<file path="src/design/pcd_pkg.sv">
// shared constants and types for the port C/D pin function and direction block
package pcd_pkg;
	// register byte offsets on the Wishbone slave
	localparam logic [7:0]  OFS_PC_FS2     = 8'h00;
	localparam logic [7:0]  OFS_PD_DIR_HI  = 8'h04;
	localparam logic [7:0]  OFS_PD_DIR_LO  = 8'h08;
	localparam logic [7:0]  OFS_PD_FS1     = 8'h0C;
	localparam logic [7:0]  OFS_PD_FS2     = 8'h10;

	localparam int          REG_W          = 16;
	localparam int          FIELD_W        = 2;
	localparam int          PC_PINS        = 8;
	localparam int          PD_HALF        = 16;
	localparam int          PHASE_PIN_IDX  = 7;

	localparam logic [15:0] REG_RESET      = 16'h0000;
	localparam logic [15:0] UPPER_ZERO     = 16'h0000;
	localparam logic [15:0] PC_FS2_WMASK   = 16'h5555;
	localparam logic [31:0] OE_N_IDLE      = 32'hFFFFFFFF;
	localparam logic [15:0] DEF_SCK_MASK   = 16'h2000;
	localparam logic [15:0] DEF_TIMER_MASK = 16'hF800;

	// two-bit port D high field codes
	localparam logic [1:0]  FN_GPIO        = 2'b00;
	localparam logic [1:0]  FN_DATA        = 2'b01;
	localparam logic [1:0]  FN_PERIPH      = 2'b10;
	localparam logic [1:0]  FN_TIMER       = 2'b11;

	typedef enum logic [1:0] {
		MODE_SINGLE  = 2'b00,
		MODE_ROM_OFF = 2'b01,
		MODE_ROM_ON  = 2'b10
	} pcd_mode_t;
endpackage : pcd_pkg

</file>
<file path="src/design/pcd_wb_if.sv">
// classic Wishbone handshake: one wait state, then ack for one cycle
`timescale 1ns/1ps
`default_nettype none
module pcd_wb_if (
	input  wire logic clk,
	input  wire logic nrst,
	input  wire logic cyc,
	input  wire logic stb,
	input  wire logic we,
	output logic      ack,
	output logic      wr_pulse,
	output logic      rd_take
);
	logic ack_q;
	logic ack_d;
	logic req_w;

	assign req_w    = cyc & stb;
	// ack drops after one cycle so a held request is not answered on two edges in a row
	assign ack_d    = req_w & ~ack_q;
	assign ack      = ack_q;
	// write lands on the edge at which the master sees ack
	assign wr_pulse = req_w & we & ack_q;
	assign rd_take  = req_w & ~we & ~ack_q;

	always_ff @(posedge clk or negedge nrst) begin
		if (!nrst) begin
			ack_q <= 1'b0;
		end else begin
			ack_q <= ack_d;
		end
	end
endmodule : pcd_wb_if
`default_nettype wire

</file>
<file path="src/design/pcd_portc_mux.sv">
// per-pin port C output mux between general I/O and address output
`timescale 1ns/1ps
`default_nettype none
module pcd_portc_mux #(
	parameter int PINS = 8
) (
	input  wire logic            clk,
	input  wire logic            nrst,
	input  wire logic [PINS-1:0] addr_sel,
	input  wire logic [PINS-1:0] bus_addr,
	input  wire logic [PINS-1:0] gpio_out,
	input  wire logic [PINS-1:0] gpio_dir,
	output logic      [PINS-1:0] pin_out,
	output logic      [PINS-1:0] pin_oe_n
);
	logic [PINS-1:0] out_d;
	logic [PINS-1:0] oe_n_d;

	if (PINS < 1) begin : g_chk
		$error("pcd_portc_mux: PINS must be at least 1");
	end

	for (genvar i = 0; i < PINS; i++) begin : g_pin
		assign out_d[i]  = addr_sel[i] ? bus_addr[i] : gpio_out[i];
		// address pins always drive, whatever the direction setting
		assign oe_n_d[i] = addr_sel[i] ? 1'b0 : ~gpio_dir[i];
	end

	always_ff @(posedge clk or negedge nrst) begin
		if (!nrst) begin
			pin_out  <= '0;
			pin_oe_n <= '1;
		end else begin
			pin_out  <= out_d;
			pin_oe_n <= oe_n_d;
		end
	end
endmodule : pcd_portc_mux
`default_nettype wire

</file>
<file path="src/design/pcd_port_cd.sv">
// port C low and port D function select and direction registers with pin decode
// How it works
// - odd bits of port C function register read zero; software writes zero there.
// - even bits 14..0 pick port C pins 7..0: 0 general I/O, 1 address.
// - single-chip mode keeps port C pins general I/O even with select 1.
// - ROM-disabled modes drive address on port C pins even with select 0.
// - port C function register clears only on power-on reset.
// - high direction bits 15..0 set pins 31..16: 1 output, 0 input.
// - high direction acts only for general I/O, serial clock, timer or pin 23 phase.
// - high direction register clears only on power-on reset.
// - low direction bits 15..0 set pins 15..0: 1 output, 0 input.
// - low direction acts only for general I/O or timer pins.
// - low direction register clears only on power-on reset.
// - high function register 1 covers pins 31..24, register 2 pins 23..16.
// - both port D function registers are 16-bit read/write, power-on reset only.
// - data-bus selection on port D high takes effect only in modes allowing it.
// - field 00 I/O, 01 data bus, 10 peripheral, 11 timer or reserved.
`timescale 1ns/1ps
`default_nettype none
module pcd_port_cd #(
	parameter int          ADDR_W     = 8,
	parameter logic [15:0] SCK_MASK   = pcd_pkg::DEF_SCK_MASK,
	parameter logic [15:0] TIMER_MASK = pcd_pkg::DEF_TIMER_MASK,
	parameter logic [1:0]  PHASE_CODE = pcd_pkg::FN_PERIPH
) (
	input  wire logic                  clk,
	input  wire logic                  nrst,
	input  wire logic                  wb_cyc_i,
	input  wire logic                  wb_stb_i,
	input  wire logic                  wb_we_i,
	input  wire logic [ADDR_W-1:0]     wb_adr_i,
	input  wire logic [3:0]            wb_sel_i,
	input  wire logic [31:0]           wb_dat_i,
	output logic      [31:0]           wb_dat_o,
	output logic                       wb_ack_o,
	input  wire pcd_pkg::pcd_mode_t    op_mode,
	input  wire logic                  cs0_bus32,
	input  wire logic [7:0]            bus_addr,
	input  wire logic [7:0]            portc_gpio_out,
	input  wire logic [7:0]            portc_gpio_dir,
	output logic      [7:0]            portc_pin_out,
	output logic      [7:0]            portc_pin_oe_n,
	output logic      [7:0]            portc_addr_sel,
	input  wire logic [15:0]           portd_lo_func_ok,
	output logic      [31:0]           portd_dir_ctrl,
	output logic      [31:0]           portd_dir_oe_n,
	output logic      [15:0]           portd_hi_gpio_sel,
	output logic      [15:0]           portd_hi_data_sel,
	output logic      [15:0]           portd_hi_periph_sel,
	output logic      [15:0]           portd_hi_timer_sel
);
	localparam int PD_W = 2 * pcd_pkg::PD_HALF;

	if (ADDR_W < 5 || ADDR_W > 32) begin : g_chk
		$error("pcd_port_cd: ADDR_W must lie in 5..32");
	end

	// register state; only nrst, the power-on reset, clears it
	logic [15:0] pc_fs2_q;
	logic [15:0] pc_fs2_d;
	logic [15:0] dir_hi_q;
	logic [15:0] dir_hi_d;
	logic [15:0] dir_lo_q;
	logic [15:0] dir_lo_d;
	logic [15:0] pd_fs1_q;
	logic [15:0] pd_fs1_d;
	logic [15:0] pd_fs2_q;
	logic [15:0] pd_fs2_d;
	logic [15:0] rdat_q;

	logic        wr_pulse;
	logic        rd_take;
	logic        hit_pc;
	logic        hit_dh;
	logic        hit_dl;
	logic        hit_f1;
	logic        hit_f2;
	logic [15:0] rd_mux;
	logic [15:0] wr_merge_pc;
	logic [15:0] wr_merge_dh;
	logic [15:0] wr_merge_dl;
	logic [15:0] wr_merge_f1;
	logic [15:0] wr_merge_f2;

	logic        mode_single;
	logic        mode_rom_off;
	logic        mode_rom_on;
	logic        data_ok;
	logic [7:0]  pc_addr_sel_w;
	logic [31:0] hi_fields;
	logic [15:0] hi_gpio_w;
	logic [15:0] hi_data_w;
	logic [15:0] hi_periph_w;
	logic [15:0] hi_timer_w;
	logic [15:0] hi_ctrl_w;
	logic [31:0] dir_ctrl_w;
	logic [31:0] dir_oe_n_w;

	function automatic logic [15:0] lane_merge(
		input logic [15:0] old,
		input logic [31:0] wdat,
		input logic [3:0]  sel
	);
		lane_merge = {sel[1] ? wdat[15:8] : old[15:8], sel[0] ? wdat[7:0] : old[7:0]};
	endfunction : lane_merge

	pcd_wb_if u_wb (
		.clk      (clk),
		.nrst     (nrst),
		.cyc      (wb_cyc_i),
		.stb      (wb_stb_i),
		.we       (wb_we_i),
		.ack      (wb_ack_o),
		.wr_pulse (wr_pulse),
		.rd_take  (rd_take)
	);

	// address decode; unmapped words read zero and ignore writes
	assign hit_pc = wb_adr_i == ADDR_W'(pcd_pkg::OFS_PC_FS2);
	assign hit_dh = wb_adr_i == ADDR_W'(pcd_pkg::OFS_PD_DIR_HI);
	assign hit_dl = wb_adr_i == ADDR_W'(pcd_pkg::OFS_PD_DIR_LO);
	assign hit_f1 = wb_adr_i == ADDR_W'(pcd_pkg::OFS_PD_FS1);
	assign hit_f2 = wb_adr_i == ADDR_W'(pcd_pkg::OFS_PD_FS2);

	assign rd_mux = hit_pc ? pc_fs2_q :
	                hit_dh ? dir_hi_q :
	                hit_dl ? dir_lo_q :
	                hit_f1 ? pd_fs1_q :
	                hit_f2 ? pd_fs2_q : pcd_pkg::REG_RESET;

	assign wr_merge_pc = lane_merge(pc_fs2_q, wb_dat_i, wb_sel_i);
	assign wr_merge_dh = lane_merge(dir_hi_q, wb_dat_i, wb_sel_i);
	assign wr_merge_dl = lane_merge(dir_lo_q, wb_dat_i, wb_sel_i);
	assign wr_merge_f1 = lane_merge(pd_fs1_q, wb_dat_i, wb_sel_i);
	assign wr_merge_f2 = lane_merge(pd_fs2_q, wb_dat_i, wb_sel_i);

	// reserved odd bits are dropped on write, so they always read back zero
	assign pc_fs2_d = (wr_pulse && hit_pc) ? (wr_merge_pc & pcd_pkg::PC_FS2_WMASK) : pc_fs2_q;
	assign dir_hi_d = (wr_pulse && hit_dh) ? wr_merge_dh : dir_hi_q;
	assign dir_lo_d = (wr_pulse && hit_dl) ? wr_merge_dl : dir_lo_q;
	assign pd_fs1_d = (wr_pulse && hit_f1) ? wr_merge_f1 : pd_fs1_q;
	assign pd_fs2_d = (wr_pulse && hit_f2) ? wr_merge_f2 : pd_fs2_q;

	// no watchdog, standby or sleep input reaches these flops
	always_ff @(posedge clk or negedge nrst) begin
		if (!nrst) begin
			pc_fs2_q <= pcd_pkg::REG_RESET;
			dir_hi_q <= pcd_pkg::REG_RESET;
			dir_lo_q <= pcd_pkg::REG_RESET;
			pd_fs1_q <= pcd_pkg::REG_RESET;
			pd_fs2_q <= pcd_pkg::REG_RESET;
		end else begin
			pc_fs2_q <= pc_fs2_d;
			dir_hi_q <= dir_hi_d;
			dir_lo_q <= dir_lo_d;
			pd_fs1_q <= pd_fs1_d;
			pd_fs2_q <= pd_fs2_d;
		end
	end

	always_ff @(posedge clk or negedge nrst) begin
		if (!nrst) begin
			rdat_q <= pcd_pkg::REG_RESET;
		end else if (rd_take) begin
			rdat_q <= rd_mux;
		end
	end

	assign wb_dat_o = {pcd_pkg::UPPER_ZERO, rdat_q};

	// operating mode; the unused code 11 behaves as single-chip
	assign mode_single  = op_mode == pcd_pkg::MODE_SINGLE;
	assign mode_rom_off = op_mode == pcd_pkg::MODE_ROM_OFF;
	assign mode_rom_on  = op_mode == pcd_pkg::MODE_ROM_ON;

	// port C: mode overrides the select bit in both directions
	for (genvar i = 0; i < pcd_pkg::PC_PINS; i++) begin : g_pc
		assign pc_addr_sel_w[i] = mode_rom_off |
		                          (mode_rom_on & pc_fs2_q[2*i]);
	end

	pcd_portc_mux #(
		.PINS (pcd_pkg::PC_PINS)
	) u_pc (
		.clk      (clk),
		.nrst     (nrst),
		.addr_sel (pc_addr_sel_w),
		.bus_addr (bus_addr),
		.gpio_out (portc_gpio_out),
		.gpio_dir (portc_gpio_dir),
		.pin_out  (portc_pin_out),
		.pin_oe_n (portc_pin_oe_n)
	);

	// register 1 above register 2 lines up pin 16+i with field i
	assign hi_fields = {pd_fs1_q, pd_fs2_q};
	// data lines need an external-bus mode with a 32-bit CS0 space
	assign data_ok   = ~mode_single & (mode_rom_off | mode_rom_on) & cs0_bus32;

	for (genvar i = 0; i < pcd_pkg::PD_HALF; i++) begin : g_pdh
		logic [1:0] code;
		assign code = hi_fields[pcd_pkg::FIELD_W*i +: pcd_pkg::FIELD_W];
		// ROM-off boot with a wide bus turns general I/O into data lines too
		assign hi_data_w[i]   = data_ok & ((code == pcd_pkg::FN_DATA) |
		                        ((code == pcd_pkg::FN_GPIO) & mode_rom_off));
		assign hi_gpio_w[i]   = ((code == pcd_pkg::FN_GPIO) | (code == pcd_pkg::FN_DATA)) & ~hi_data_w[i];
		assign hi_periph_w[i] = code == pcd_pkg::FN_PERIPH;
		// code 11 is reserved on pins without a timer pin; it selects nothing
		assign hi_timer_w[i]  = (code == pcd_pkg::FN_TIMER) & TIMER_MASK[i];
		assign hi_ctrl_w[i]   = hi_gpio_w[i] | hi_timer_w[i] |
		                        (hi_periph_w[i] & SCK_MASK[i]) |
		                        ((i == pcd_pkg::PHASE_PIN_IDX) && (code == PHASE_CODE));
	end

	assign dir_ctrl_w = {hi_ctrl_w, portd_lo_func_ok};
	assign dir_oe_n_w = ~(dir_ctrl_w & {dir_hi_q, dir_lo_q});

	always_ff @(posedge clk or negedge nrst) begin
		if (!nrst) begin
			portc_addr_sel      <= '0;
			portd_dir_ctrl      <= '0;
			portd_dir_oe_n      <= pcd_pkg::OE_N_IDLE;
			portd_hi_gpio_sel   <= '0;
			portd_hi_data_sel   <= '0;
			portd_hi_periph_sel <= '0;
			portd_hi_timer_sel  <= '0;
		end else begin
			portc_addr_sel      <= pc_addr_sel_w;
			portd_dir_ctrl      <= dir_ctrl_w;
			portd_dir_oe_n      <= dir_oe_n_w;
			portd_hi_gpio_sel   <= hi_gpio_w;
			portd_hi_data_sel   <= hi_data_w;
			portd_hi_periph_sel <= hi_periph_w;
			portd_hi_timer_sel  <= hi_timer_w;
		end
	end

	a_pc_resv_zero: assert property (@(posedge clk) disable iff (!nrst)
		(pc_fs2_q & ~pcd_pkg::PC_FS2_WMASK) == pcd_pkg::REG_RESET)
		else $error("reserved port C select bit is set");

	a_pc_select_map: assert property (@(posedge clk) disable iff (!nrst)
		mode_rom_on |-> pc_addr_sel_w == {pc_fs2_q[14], pc_fs2_q[12], pc_fs2_q[10], pc_fs2_q[8],
		                                  pc_fs2_q[6], pc_fs2_q[4], pc_fs2_q[2], pc_fs2_q[0]})
		else $error("port C select does not follow the even bits");

	a_pc_single_gpio: assert property (@(posedge clk) disable iff (!nrst)
		mode_single ##1 mode_single |-> portc_addr_sel == 8'h00)
		else $error("port C drives address in single-chip mode");

	a_pc_romoff_addr: assert property (@(posedge clk) disable iff (!nrst)
		mode_rom_off |=> portc_addr_sel == 8'hFF && portc_pin_oe_n == 8'h00)
		else $error("port C not on address in ROM-disabled mode");

	a_pc_addr_drive: assert property (@(posedge clk) disable iff (!nrst)
		pc_addr_sel_w[0] |=> !portc_pin_oe_n[0] && portc_pin_out[0] == $past(bus_addr[0]))
		else $error("address pin not driven from bus address");

	a_regs_hold: assert property (@(posedge clk) disable iff (!nrst)
		!wr_pulse |=> $stable({pc_fs2_q, dir_hi_q, dir_lo_q, pd_fs1_q, pd_fs2_q}))
		else $error("register changed without a bus write");

	a_dir_hi_apply: assert property (@(posedge clk) disable iff (!nrst)
		1'b1 |=> portd_dir_oe_n[31:16] == ~($past(hi_ctrl_w) & $past(dir_hi_q)))
		else $error("port D high direction not applied");

	a_dir_lo_apply: assert property (@(posedge clk) disable iff (!nrst)
		!portd_lo_func_ok[0] |=> portd_dir_oe_n[0] && portd_dir_ctrl[0] == 1'b0)
		else $error("port D low direction acts on a foreign function");

	a_fs1_write: assert property (@(posedge clk) disable iff (!nrst)
		wr_pulse && hit_f1 && wb_sel_i[1:0] == 2'b11 |=> pd_fs1_q == $past(wb_dat_i[15:0]))
		else $error("port D function register 1 write lost");

	a_data_gate: assert property (@(posedge clk) disable iff (!nrst)
		(mode_single || !cs0_bus32) |-> hi_data_w == 16'h0000)
		else $error("data line selected in a mode that forbids it");

	a_pin31_periph: assert property (@(posedge clk) disable iff (!nrst)
		pd_fs1_q[15:14] == pcd_pkg::FN_PERIPH |=> portd_hi_periph_sel[15])
		else $error("pin 31 peripheral code not decoded");

	a_ack_single: assert property (@(posedge clk) disable iff (!nrst)
		wb_ack_o |=> !wb_ack_o)
		else $error("ack held longer than one cycle");

	a_ack_answer: assert property (@(posedge clk) disable iff (!nrst)
		wb_cyc_i && wb_stb_i && !wb_ack_o |=> wb_ack_o)
		else $error("request not answered after one wait state");

	a_rd_capture: assert property (@(posedge clk) disable iff (!nrst)
		rd_take |=> wb_dat_o == {pcd_pkg::UPPER_ZERO, $past(rd_mux)})
		else $error("read data not captured when the read was taken");

	a_pc_fs_write: assert property (@(posedge clk) disable iff (!nrst)
		wr_pulse && hit_pc && wb_sel_i[1:0] == 2'b11 |=> pc_fs2_q == ($past(wb_dat_i[15:0]) & pcd_pkg::PC_FS2_WMASK))
		else $error("port C function register write lost");

	a_dir_hi_write: assert property (@(posedge clk) disable iff (!nrst)
		wr_pulse && hit_dh && wb_sel_i[1:0] == 2'b11 |=> dir_hi_q == $past(wb_dat_i[15:0]))
		else $error("port D high direction write lost");

	a_dir_lo_write: assert property (@(posedge clk) disable iff (!nrst)
		wr_pulse && hit_dl && wb_sel_i[1:0] == 2'b11 |=> dir_lo_q == $past(wb_dat_i[15:0]))
		else $error("port D low direction write lost");

	a_fs2_write: assert property (@(posedge clk) disable iff (!nrst)
		wr_pulse && hit_f2 && wb_sel_i[1:0] == 2'b11 |=> pd_fs2_q == $past(wb_dat_i[15:0]))
		else $error("port D function register 2 write lost");

	a_pc_gpio_path: assert property (@(posedge clk) disable iff (!nrst)
		!pc_addr_sel_w[0] |=> portc_pin_out[0] == $past(portc_gpio_out[0]) &&
		                      portc_pin_oe_n[0] == !$past(portc_gpio_dir[0]))
		else $error("general I/O pin not driven from the I/O source");

	a_dir_lo_out: assert property (@(posedge clk) disable iff (!nrst)
		portd_lo_func_ok[0] && dir_lo_q[0] |=> !portd_dir_oe_n[0] && portd_dir_ctrl[0])
		else $error("port D low direction output not applied");

	a_sck_ctrl: assert property (@(posedge clk) disable iff (!nrst)
		pd_fs1_q[11:10] == pcd_pkg::FN_PERIPH |=> portd_dir_ctrl[29] == SCK_MASK[13])
		else $error("serial clock pin direction control wrong");

	a_pin16_timer: assert property (@(posedge clk) disable iff (!nrst)
		pd_fs2_q[1:0] == pcd_pkg::FN_TIMER |=> portd_hi_timer_sel[0] == TIMER_MASK[0] && !portd_hi_periph_sel[0])
		else $error("pin 16 timer code decoded wrongly");

	c_pc_addr_write: cover property (@(posedge clk) disable iff (!nrst)
		wr_pulse && hit_pc ##1 mode_rom_on && pc_addr_sel_w != 8'h00);

	c_pd_output: cover property (@(posedge clk) disable iff (!nrst)
		portd_dir_oe_n[31:16] != 16'hFFFF);

	c_data_line: cover property (@(posedge clk) disable iff (!nrst)
		hi_data_w != 16'h0000);

	c_read_back: cover property (@(posedge clk) disable iff (!nrst)
		rd_take && hit_dl ##1 wb_ack_o);

	c_single_override: cover property (@(posedge clk) disable iff (!nrst)
		mode_single && pc_fs2_q != 16'h0000);
endmodule : pcd_port_cd
`default_nettype wire

</file>
<file path="config.mk">
export PLATFORM = sky130hd
export DESIGN_NAME = pcd_port_cd
export DESIGN_NICKNAME = d
export VERILOG_FILES = /design/src/design/pcd_pkg.sv /design/src/design/pcd_wb_if.sv /design/src/design/pcd_portc_mux.sv /design/src/design/pcd_port_cd.sv
export SDC_FILE = /design/constraint.sdc
export NUM_CORES = 1
export LEC_CHECK = 0
export BUFFER_PORTS_ARGS = -buffer_cell sky130_fd_sc_hd__buf_2
export CAP_MARGIN = 20
export CORE_UTILIZATION = 38
export CTS_BUF_LIST = sky130_fd_sc_hd__clkbuf_8
export DETAILED_ROUTE_END_ITERATION = 8
export SYNTH_ARGS = -nofsm -noshare
export SYNTH_HDL_FRONTEND = slang
export SYNTH_HIERARCHICAL = 1
export SYNTH_SLANG_ARGS = --single-unit
</file>
<file path="constraint.sdc">
create_clock -name clk -period 2.18 [get_ports clk]
set_input_delay 0.654 -clock clk [delete_from_list [all_inputs] [get_ports clk]]
set_output_delay 0.654 -clock clk [all_outputs]
set_load 0.01 [all_outputs]
</file>
# After elaboration in Yosys (flattened, before gate mapping)
# Cells that the tools add are included.
# Widths: inputs -> output; s select.
# word_totals
reg_bits	230
out_inout_bits	185
word_cells	259
in_bits	92
# op_classes
n_mux	21
eq_ne	43
n_reduce_logical	33
bitwise	141
# ops
operator	count
$mux 16	5
$and 1x1->1	64
$or 1x1->1	48
$eq 2x2->1 const B	22
$eq 2x1->1 const B	17
$logic_not 2->1	17
$and 32x32->32	1
$not 32->32	1
$not 1->1	27
$reduce_and 2->1	10
$eq 8x4->1 const B	2
$mux 1	16
$eq 8x3->1 const B	1
$eq 8x5->1 const B	1
$logic_not 8->1	1
$logic_and 1x1->1	5

# Logic depth before layout (Yosys ltp)
# Gate-level depths: netlist of run 1.
# logic_depth
word_depth	11
mapped_depth	7
ltp_nobuf	6

# Modules after synthesis
# Netlist of run 1, hierarchy kept.
# modules_own_cells
module	cells_per_inst	n_inst	area_per_inst_um2	seq_area_each_um2
pcd_port_cd	594	1	7956.4	5119.9
pcd_portc_mux	32	1	560.5	410.4
pcd_wb_if	4	1	57.6	25.0

# Worst setup path before layout of run 1
# OpenSTA, ideal clock, no wires.
# synth_path
path_kind	input-to-reg
startpoint	input port wb_adr_i[1]
endpoint	register pd_fs1_q[0]
cell_stages	6
setup_slack_ns	-0.427
n_path_buf	2
arrival_time_ns	2.481
t_required_ns	2.055
setup_ns	0.125
path_cell_list	or4_4 -> or2_1 -> buf_6 -> or4_4 -> buf_6 -> mux2_4
# synth_via
elab_chain_len	3
# synth_lines
item	line_no	text
from (decl)	pcd_port_cd.sv:31	input wire logic [ADDR_W-1:0] wb_adr_i,
$eq 8x4->1	pcd_port_cd.sv:122	assign hit_f1 = wb_adr_i == ADDR_W'(pcd_pkg::OFS_PD_FS1);
$logic_and 1x1->1	pcd_port_cd.sv:141	assign pd_fs1_d = (wr_pulse && hit_f1) ? wr_merge_f1 : pd_fs1_q;
$reduce_and 2->1 (no source line)	--	
to (signal assigned)	pcd_port_cd.sv:150	pd_fs1_q <= pcd_pkg::REG_RESET;
to (signal assigned)	pcd_port_cd.sv:156	pd_fs1_q <= pd_fs1_d;
to (decl)	pcd_port_cd.sv:65	logic [15:0] pd_fs1_q;
# Every way passes these cells.
# A chain may end at the register's enable or synchronous reset.

# Worst setup path after layout of run 1
# layout_path
startpoint	input port wb_adr_i[1]
endpoint	register pd_fs1_q[7]
# The elaborated chain is that of the path after synthesis.

==> results.py, run 1 <==
metrics = {
    "placed_design": {
        "pre_cts_ws_ps": -459,
        "port_buffers": 231,
        "place_congestion": 0.832,
        "hpwl_um": 15600,
    },
    "sta": {
        "hold_violations": 0,
        "fmax_mhz": 476,
        "timing.final.ws_setup_ps": 79.8,
        "tightest_slew_ps": 713,
        "relSlewSlack": 0.524,
        "grt_setup_unrepaired": "no",
        "period_share": 0.963,
        "drv_slew": 0,
        "finClkSkew_ps": 17.8,
        "post-route-min-period_ps": 2100,
        "finalSetupViolCount": 0,
        "worst_hold_slack_ps": 234,
    },
    "flow_run": {
        "cap_violations": 0,
    },
    "worst_setup_path": {
        "cp-startpoint": "wb_adr_i[1]",
        "worstPathRequired_ps": 2580,
        "setup.worst_path.end_class": "register",
        "worstPathArrival_ps": 2500,
        "cp_slowest_cell": "or4_4",
        "slowest_delay_ps": 640,
        "cp_cell_sequence": "buf_2 -> or4_4 -> or2_1 -> or4_4 -> mux2_4",
        "worstSetupPathType": "in2reg",
        "crit_top_cell": "or4_4",
        "r2r_end": "pd_fs1_q[7]$_DFFE_PN0P_",
        "crit_end": "pd_fs1_q[7]$_DFFE_PN0P_",
        "reg2regPathDepth": 4,
        "critPathMaxFanout": 8,
        "r2r-start": "u_wb/ack$_DFF_PN0_",
        "critPathLaunchType": "input port",
        "rrSetupSlack_ps": 350,
    },
    "run_status": {
        "status": "complete, but fails checks",
        "violations": "design-rule violations",
    },
    "grt": {
        "met3_usage": 0.0606,
        "top_usage_layer": "met2",
        "antenna_found_initial": 5,
        "track_usage": 0.191,
        "grtUsageMet2": 0.302,
        "grt_first_pass_wirelength_um": 34000,
        "overflow": 0,
        "grt_pass1_vias": 6077,
        "grtUsageMet1": 0.245,
        "grt_max_degree": 60,
    },
    "route": {
        "postRouteAntennaNets": 0,
        "initialDrtViolationCount": 342,
        "via_per_inst": 4.77,
        "wl_per_cell_um": 17.5,
        "totalWireLength_um": 21600,
        "drc": 36,
        "vias": 5873,
        "first_pass_iters": 7,
    },
    "final_layout": {
        "nFillCells": 1985,
        "nNetsFinal": 1011,
        "layout.area.seq_sq_um": 5560,
        "mostFrequentLayoutCells": "230 x buf_2, 180 x dfrtp_1, 50 x nand2_1, 50 x clkbuf_8, 45 x nor2b_1",
        "drive_gt1_frac": 0.506,
        "multi_input_area_sq_um": 2820,
        "layout_commonest_cell": "buf_2",
        "syn2layout_area_growth_pct": 29.9,
    },
    "clock_network": {
        "cts-resized-gates": 0,
        "path_clk_slew_ps": 60,
        "cts_tree": "done",
        "cts.sinks": 220,
        "cts_buffers": 38,
        "htreeDepth": 2,
        "cts_max_path_buffers": 3,
        "cts_setup_buffers": 0,
        "worstSkewPairLatency_ps": 530,
        "cts-root-buf": "clkbuf_8",
    },
    "yosys": {
        "synth-seq-cells": 220,
        "synth_top_area_share": 0.525,
        "synth_area_leaders": "dfrtp_1 53%, dfstp_2 12%, mux2_2 8.7%, nor2b_1 3.3%, buf_4 3.2%",
        "ys_async_sr_fraction": 1.00,
        "syn_inst": 630,
        "syn_area_per_cell_sq_um": 13.6,
        "synth.distinct_cells": 43,
        "syn_area_sq_um": 8570,
        "synth-warning-count": 6,
        "ys_seq_area_frac": 0.648,
        "synth_ff_type": "dfrtp_1",
        "synth-edff-count": 0,
        "yosysTopAreaCell": "dfrtp_1",
    },
    "die": {
        "core_sq_um": 22000,
        "die_w_um": 152,
        "die_y_um": 152,
        "dieArea_sq_um": 23200,
        "initial_core_util": 0.390,
        "ioPinCount": 277,
        "rows": 54,
    },
    "power_and_ir_drop": {
        "ir_worst_vdd_mv": 0.429,
        "cellPowerDensity_nw_per_um2": 759,
        "leakage_nw": 5.61,
    },
    "min_path": {
        "min_path_type": "in2reg",
    },
}
==> logic make-up (layout without fill, tap and decap cells) <==
group                    count (synthesis)  count (layout)  share of synthesized area
AO/OA/AOI/OAI                           98              98                     0.0789
flip-flops                             220             220                      0.648
adder cells (fa/ha/maj)                  2               2                    0.00292
buffers and inverters                   65             356                     0.0467
multiplexers                            88              88                      0.122
AND/OR/NAND/NOR                        156             156                      0.101
other                                    1              31                   0.000437
==> what timing repair did <==
action / 4_1_cts / 5_1_grt
hold buffers: 1 / 0
endpoints found under the hold margin: 10 / 0
setup endpoints to repair: 0 / 0
==> layout make-up <==
cell class                      instances  area share
Inverter                                7     0.00236
Sequential cell                       220       0.499
Clock inverter                         20     0.00775
Clock buffer                           50      0.0618
Multi-Input combinational cell        371       0.253
Tap cell                              280      0.0314
Antenna cell                            4    0.000898
Timing Repair Buffer                  279       0.144
==> registers in the layout (all words and copies together), names as in the netlist <==
name                 flops
dir_hi_q                16
dir_lo_q                16
pc_fs2_q                 8
pd_fs1_q                16
pd_fs2_q                16
portc_addr_sel           8
portd_dir_ctrl          32
portd_dir_oe_n          32
portd_hi_data_sel       16
portd_hi_gpio_sel        6
portd_hi_periph_sel     16
portd_hi_timer_sel       5
rdat_q                  16
u_pc/pin_oe_n            8
u_pc/pin_out             8
u_wb/ack                 1
==> Yosys cell counts, types with 7 or more instances <==
library cell  count
a21o_1            8
a21oi_1          19
a22oi_1          15
a31o_2            8
and2_1            7
buf_4            37
clkbuf_1         13
dfrtp_1         180
dfstp_2          40
mux2_2           66
mux2_4           16
nand2_1          50
nand2b_1          8
nor2_1           28
nor2b_1          45
o21ai_0          13
o22ai_1           9
==> report_power, final <==
group	internal (mW)	leakage (nW)	switching, mW	total, mW
logic	0.213	2.39	0.354	0.567
registers	4.17	2.76	0.0220	4.19
clock network	2.06	0.453	1.64	3.70
==> per-layer routing <==
metal  wire length (um)  part of all wire  vias to the layer above
li1                   -                 -                     2710
met1               9150              0.42                     2865
met2               9910              0.46                      258
met3               1930             0.089                       38
met4                556             0.026                        2
met5                 13           0.00060                        -
==> through the flow <==
stage,cells,TNS (ps),instance area (sq um),power (mW),utilization
2_1_floorplan,656,-15290,8780,4.52,-
3_3_place_gp,1156,-24510,10300,4.83,0.471
3_5_place_dp,1156,-24270,10300,4.84,0.471
4_1_cts,1227,0,11100,8.60,0.507
5_1_grt,1228,0,11100,8.86,0.507
6_report,1231,0,11100,8.46,0.507
==> worst max-delay path, delay by kind of cell <==
kind | cells | cell delay [ps]
simple gates | 3 | 1420
mux | 1 | 330
buf+inv | 1 | 100
==> how the worst min path moves through the flow <==
stage,from,endpoint,cells after the start
finish,portc_gpio_dir[6],u_pc/pin_oe_n[6]$_DFF_PN1_,2
global route,portc_gpio_dir[4],u_pc/pin_oe_n[4]$_DFF_PN1_,2
CTS,portc_gpio_dir[6],u_pc/pin_oe_n[6]$_DFF_PN1_,2
detailed placement,dir_hi_q[7]$_DFFE_PN0P_,portd_dir_oe_n[23]$_DFF_PN1_,1
global placement,dir_hi_q[2]$_DFFE_PN0P_,portd_dir_oe_n[18]$_DFF_PN1_,1
floorplan,nrst,dir_hi_q[0]$_DFFE_PN0P_,0
Note: power is estimated with default switching activity, not from simulation.
==> run 2: changes to the inputs <==
--- a/config.mk
+++ b/config.mk
@@ -8,7 +8,7 @@
 export BUFFER_PORTS_ARGS = -buffer_cell sky130_fd_sc_hd__buf_2
 export CAP_MARGIN = 20
 export CORE_UTILIZATION = 38
-export CTS_BUF_LIST = sky130_fd_sc_hd__clkbuf_8
+export CTS_BUF_LIST = sky130_fd_sc_hd__clkbuf_4
 export DETAILED_ROUTE_END_ITERATION = 8
 export SYNTH_ARGS = -nofsm -noshare
 export SYNTH_HDL_FRONTEND = slang
==> run 2 against run 1 <==
The run still ends with design-rule violations left. Critical path depth is 4 lower. Sequential power about the same. Die area is the same. Sequential share of layout area up 0.056 points. Design area is 0.11% lower. Largest cell class unchanged. Wire length shrank 0.36%. Highest routed layer unchanged.
==> results.py, run 2 (same netlist as run 1, synthesis figures left out) <==
metrics = {
    "worst_setup_path": {
        "critPathLaunchType": "register",
        "worstPathRequired_ps": 1530,
        "path_delay_family": "flip-flops",
        "worstPathArrival_ps": 1320,
        "r2r-start": "u_wb/ack$_DFF_PN0_",
        "cp_cell_sequence": "buf_2",
        "cp_slowest_cell": "dfstp_2",
        "worstSetupPathType": "reg2out",
        "path_buf_inv": 1,
        "setup.worst_path.end_class": "output pin",
        "slowest_delay_ps": 520,
        "critPathMaxFanout": 1,
        "cp-startpoint": "portd_dir_oe_n[22]$_DFF_PN1_",
    },
    "clock_network": {
        "cts_setup_buffers": 0,
        "cts-root-buf": "clkbuf_4",
        "worstSkewPairLatency_ps": 660,
        "cts_tree": "done",
        "cts.sinks": 220,
        "cts_max_path_buffers": 3,
        "path_clk_slew_ps": 70,
        "cts_buffers": 59,
        "htreeDepth": 2,
    },
    "die": {
        "core_sq_um": 22000,
        "initial_core_util": 0.390,
        "dieArea_sq_um": 23200,
        "die_y_um": 152,
        "ioPinCount": 277,
        "rows": 54,
        "die_w_um": 152,
    },
    "min_path": {
        "min_path_type": "in2reg",
        "hold_path_startpoint": "portc_gpio_dir[6]",
    },
    "grt": {
        "grt_max_degree": 60,
        "track_usage": 0.191,
        "antenna_found_initial": 6,
        "grt_pass1_vias": 6267,
        "overflow": 0,
        "grt_first_pass_wirelength_um": 34100,
    },
    "placed_design": {
        "port_buffers": 231,
        "placed_cell_area_sq_um": 10300,
        "pre_cts_ws_ps": -459,
        "hpwl_um": 15600,
        "place_congestion": 0.832,
        "dp_cells": 1156,
    },
    "route": {
        "first_pass_iters": 7,
        "via_per_inst": 4.75,
        "vias": 6023,
        "totalWireLength_um": 21500,
        "wl_per_cell_um": 16.9,
        "postRouteAntennaNets": 0,
        "initialDrtViolationCount": 322,
        "drc": 36,
    },
    "final_layout": {
        "syn2layout_area_growth_pct": 29.8,
        "mostFrequentLayoutCells": "230 x buf_2, 180 x dfrtp_1, 96 x clkbuf_4",
        "nNetsFinal": 1032,
        "final_cell_area_sq_um": 11100,
        "top_regs": "portd_dir_ctrl x32, portd_dir_oe_n x32",
        "fin_cells": 1268,
        "layout_commonest_cell": "buf_2",
        "drive_gt1_frac": 0.525,
    },
    "sta": {
        "grt_setup_unrepaired": "no",
        "post-route-min-period_ps": 1980,
        "drv_slew": 0,
        "timing.final.ws_setup_ps": 204,
        "hold_violations": 0,
        "fmax_mhz": 506,
        "worst_hold_slack_ps": 92.2,
        "period_share": 0.906,
        "finalSetupViolCount": 0,
        "relSlewSlack": 0.565,
        "finClkSkew_ps": 33.0,
        "tightest_slew_ps": 652,
    },
    "run_status": {
        "status": "complete, but fails checks",
        "violations": "design-rule violations",
    },
    "power_and_ir_drop": {
        "leakage_nw": 5.61,
        "power_mw": 8.34,
        "cellPowerDensity_nw_per_um2": 749,
        "ir_worst_vdd_mv": 0.357,
    },
    "flow_run": {
        "cap_violations": 0,
    },
}
==> run 2: changes by cell type in the layout (fill, tap and decap cells not counted) <==
cell	previous run	this run
inv_1	17	6
clkinv_1	1	11
clkinv_2	9	0
clkbuf_8	50	0
clkbuf_4	0	96
inv_2	0	1
==> run 2: where the power goes <==
group | switching (mW) | total (mW) | leakage, nW | internal (mW)
clock network | 1.62 | 3.59 | 0.462 | 1.97
logic | 0.352 | 0.565 | 2.39 | 0.213
registers | 0.0222 | 4.19 | 2.76 | 4.17
total | 1.99 | 8.34 | 5.61 | 6.35
==> run 2: worst paths after layout <==
kind | end | slack [ps] | depth (start not counted)
max | portd_dir_oe_n[22] | 200 | 1
min | u_pc/pin_oe_n[6]$_DFF_PN1_ | 90 | 2
max reg2reg | pd_fs1_q[0]$_DFFE_PN0P_ | 340 | 4
min reg2reg | portd_dir_oe_n[28]$_DFF_PN1_ | 420 | 1
max in group asynchronous | portd_dir_oe_n[2]$_DFF_PN1_ | 1010 | 3
min in group asynchronous | portd_hi_data_sel[15]$_DFF_PN0_ | 450 | 2
==> run 2: per-layer routing <==
layer	GRT usage	wire (um)
met1	0.241	9050
met2	0.303	9900
met3	0.0620	1950
met4	0.0797	556
met5	0	24
==> run 2: timing repair <==
action                    4_1_cts  5_1_grt
hold buffers                    1        0
hold endpoints to repair       30        0
gates resized for setup         0        0
==> run 2: area by class of cell <==
cell class	instances	area, sq um
clock buffers	96	721
fillers	2014	10800
diodes	4	10.0
repair buffers	279	1600
multi-input cells	371	2820
flip-flops and latches	220	5560
inverters	7	26.3
well taps	280	350
clock inverters	11	41.3
==> run 2: metrics by stage <==
step            util  setup TNS, ps
2_1_floorplan      -         -15290
3_3_place_gp   0.471         -24510
3_5_place_dp   0.471         -24270
4_1_cts        0.506              0
6_report       0.507              0
5_1_grt        0.507              0
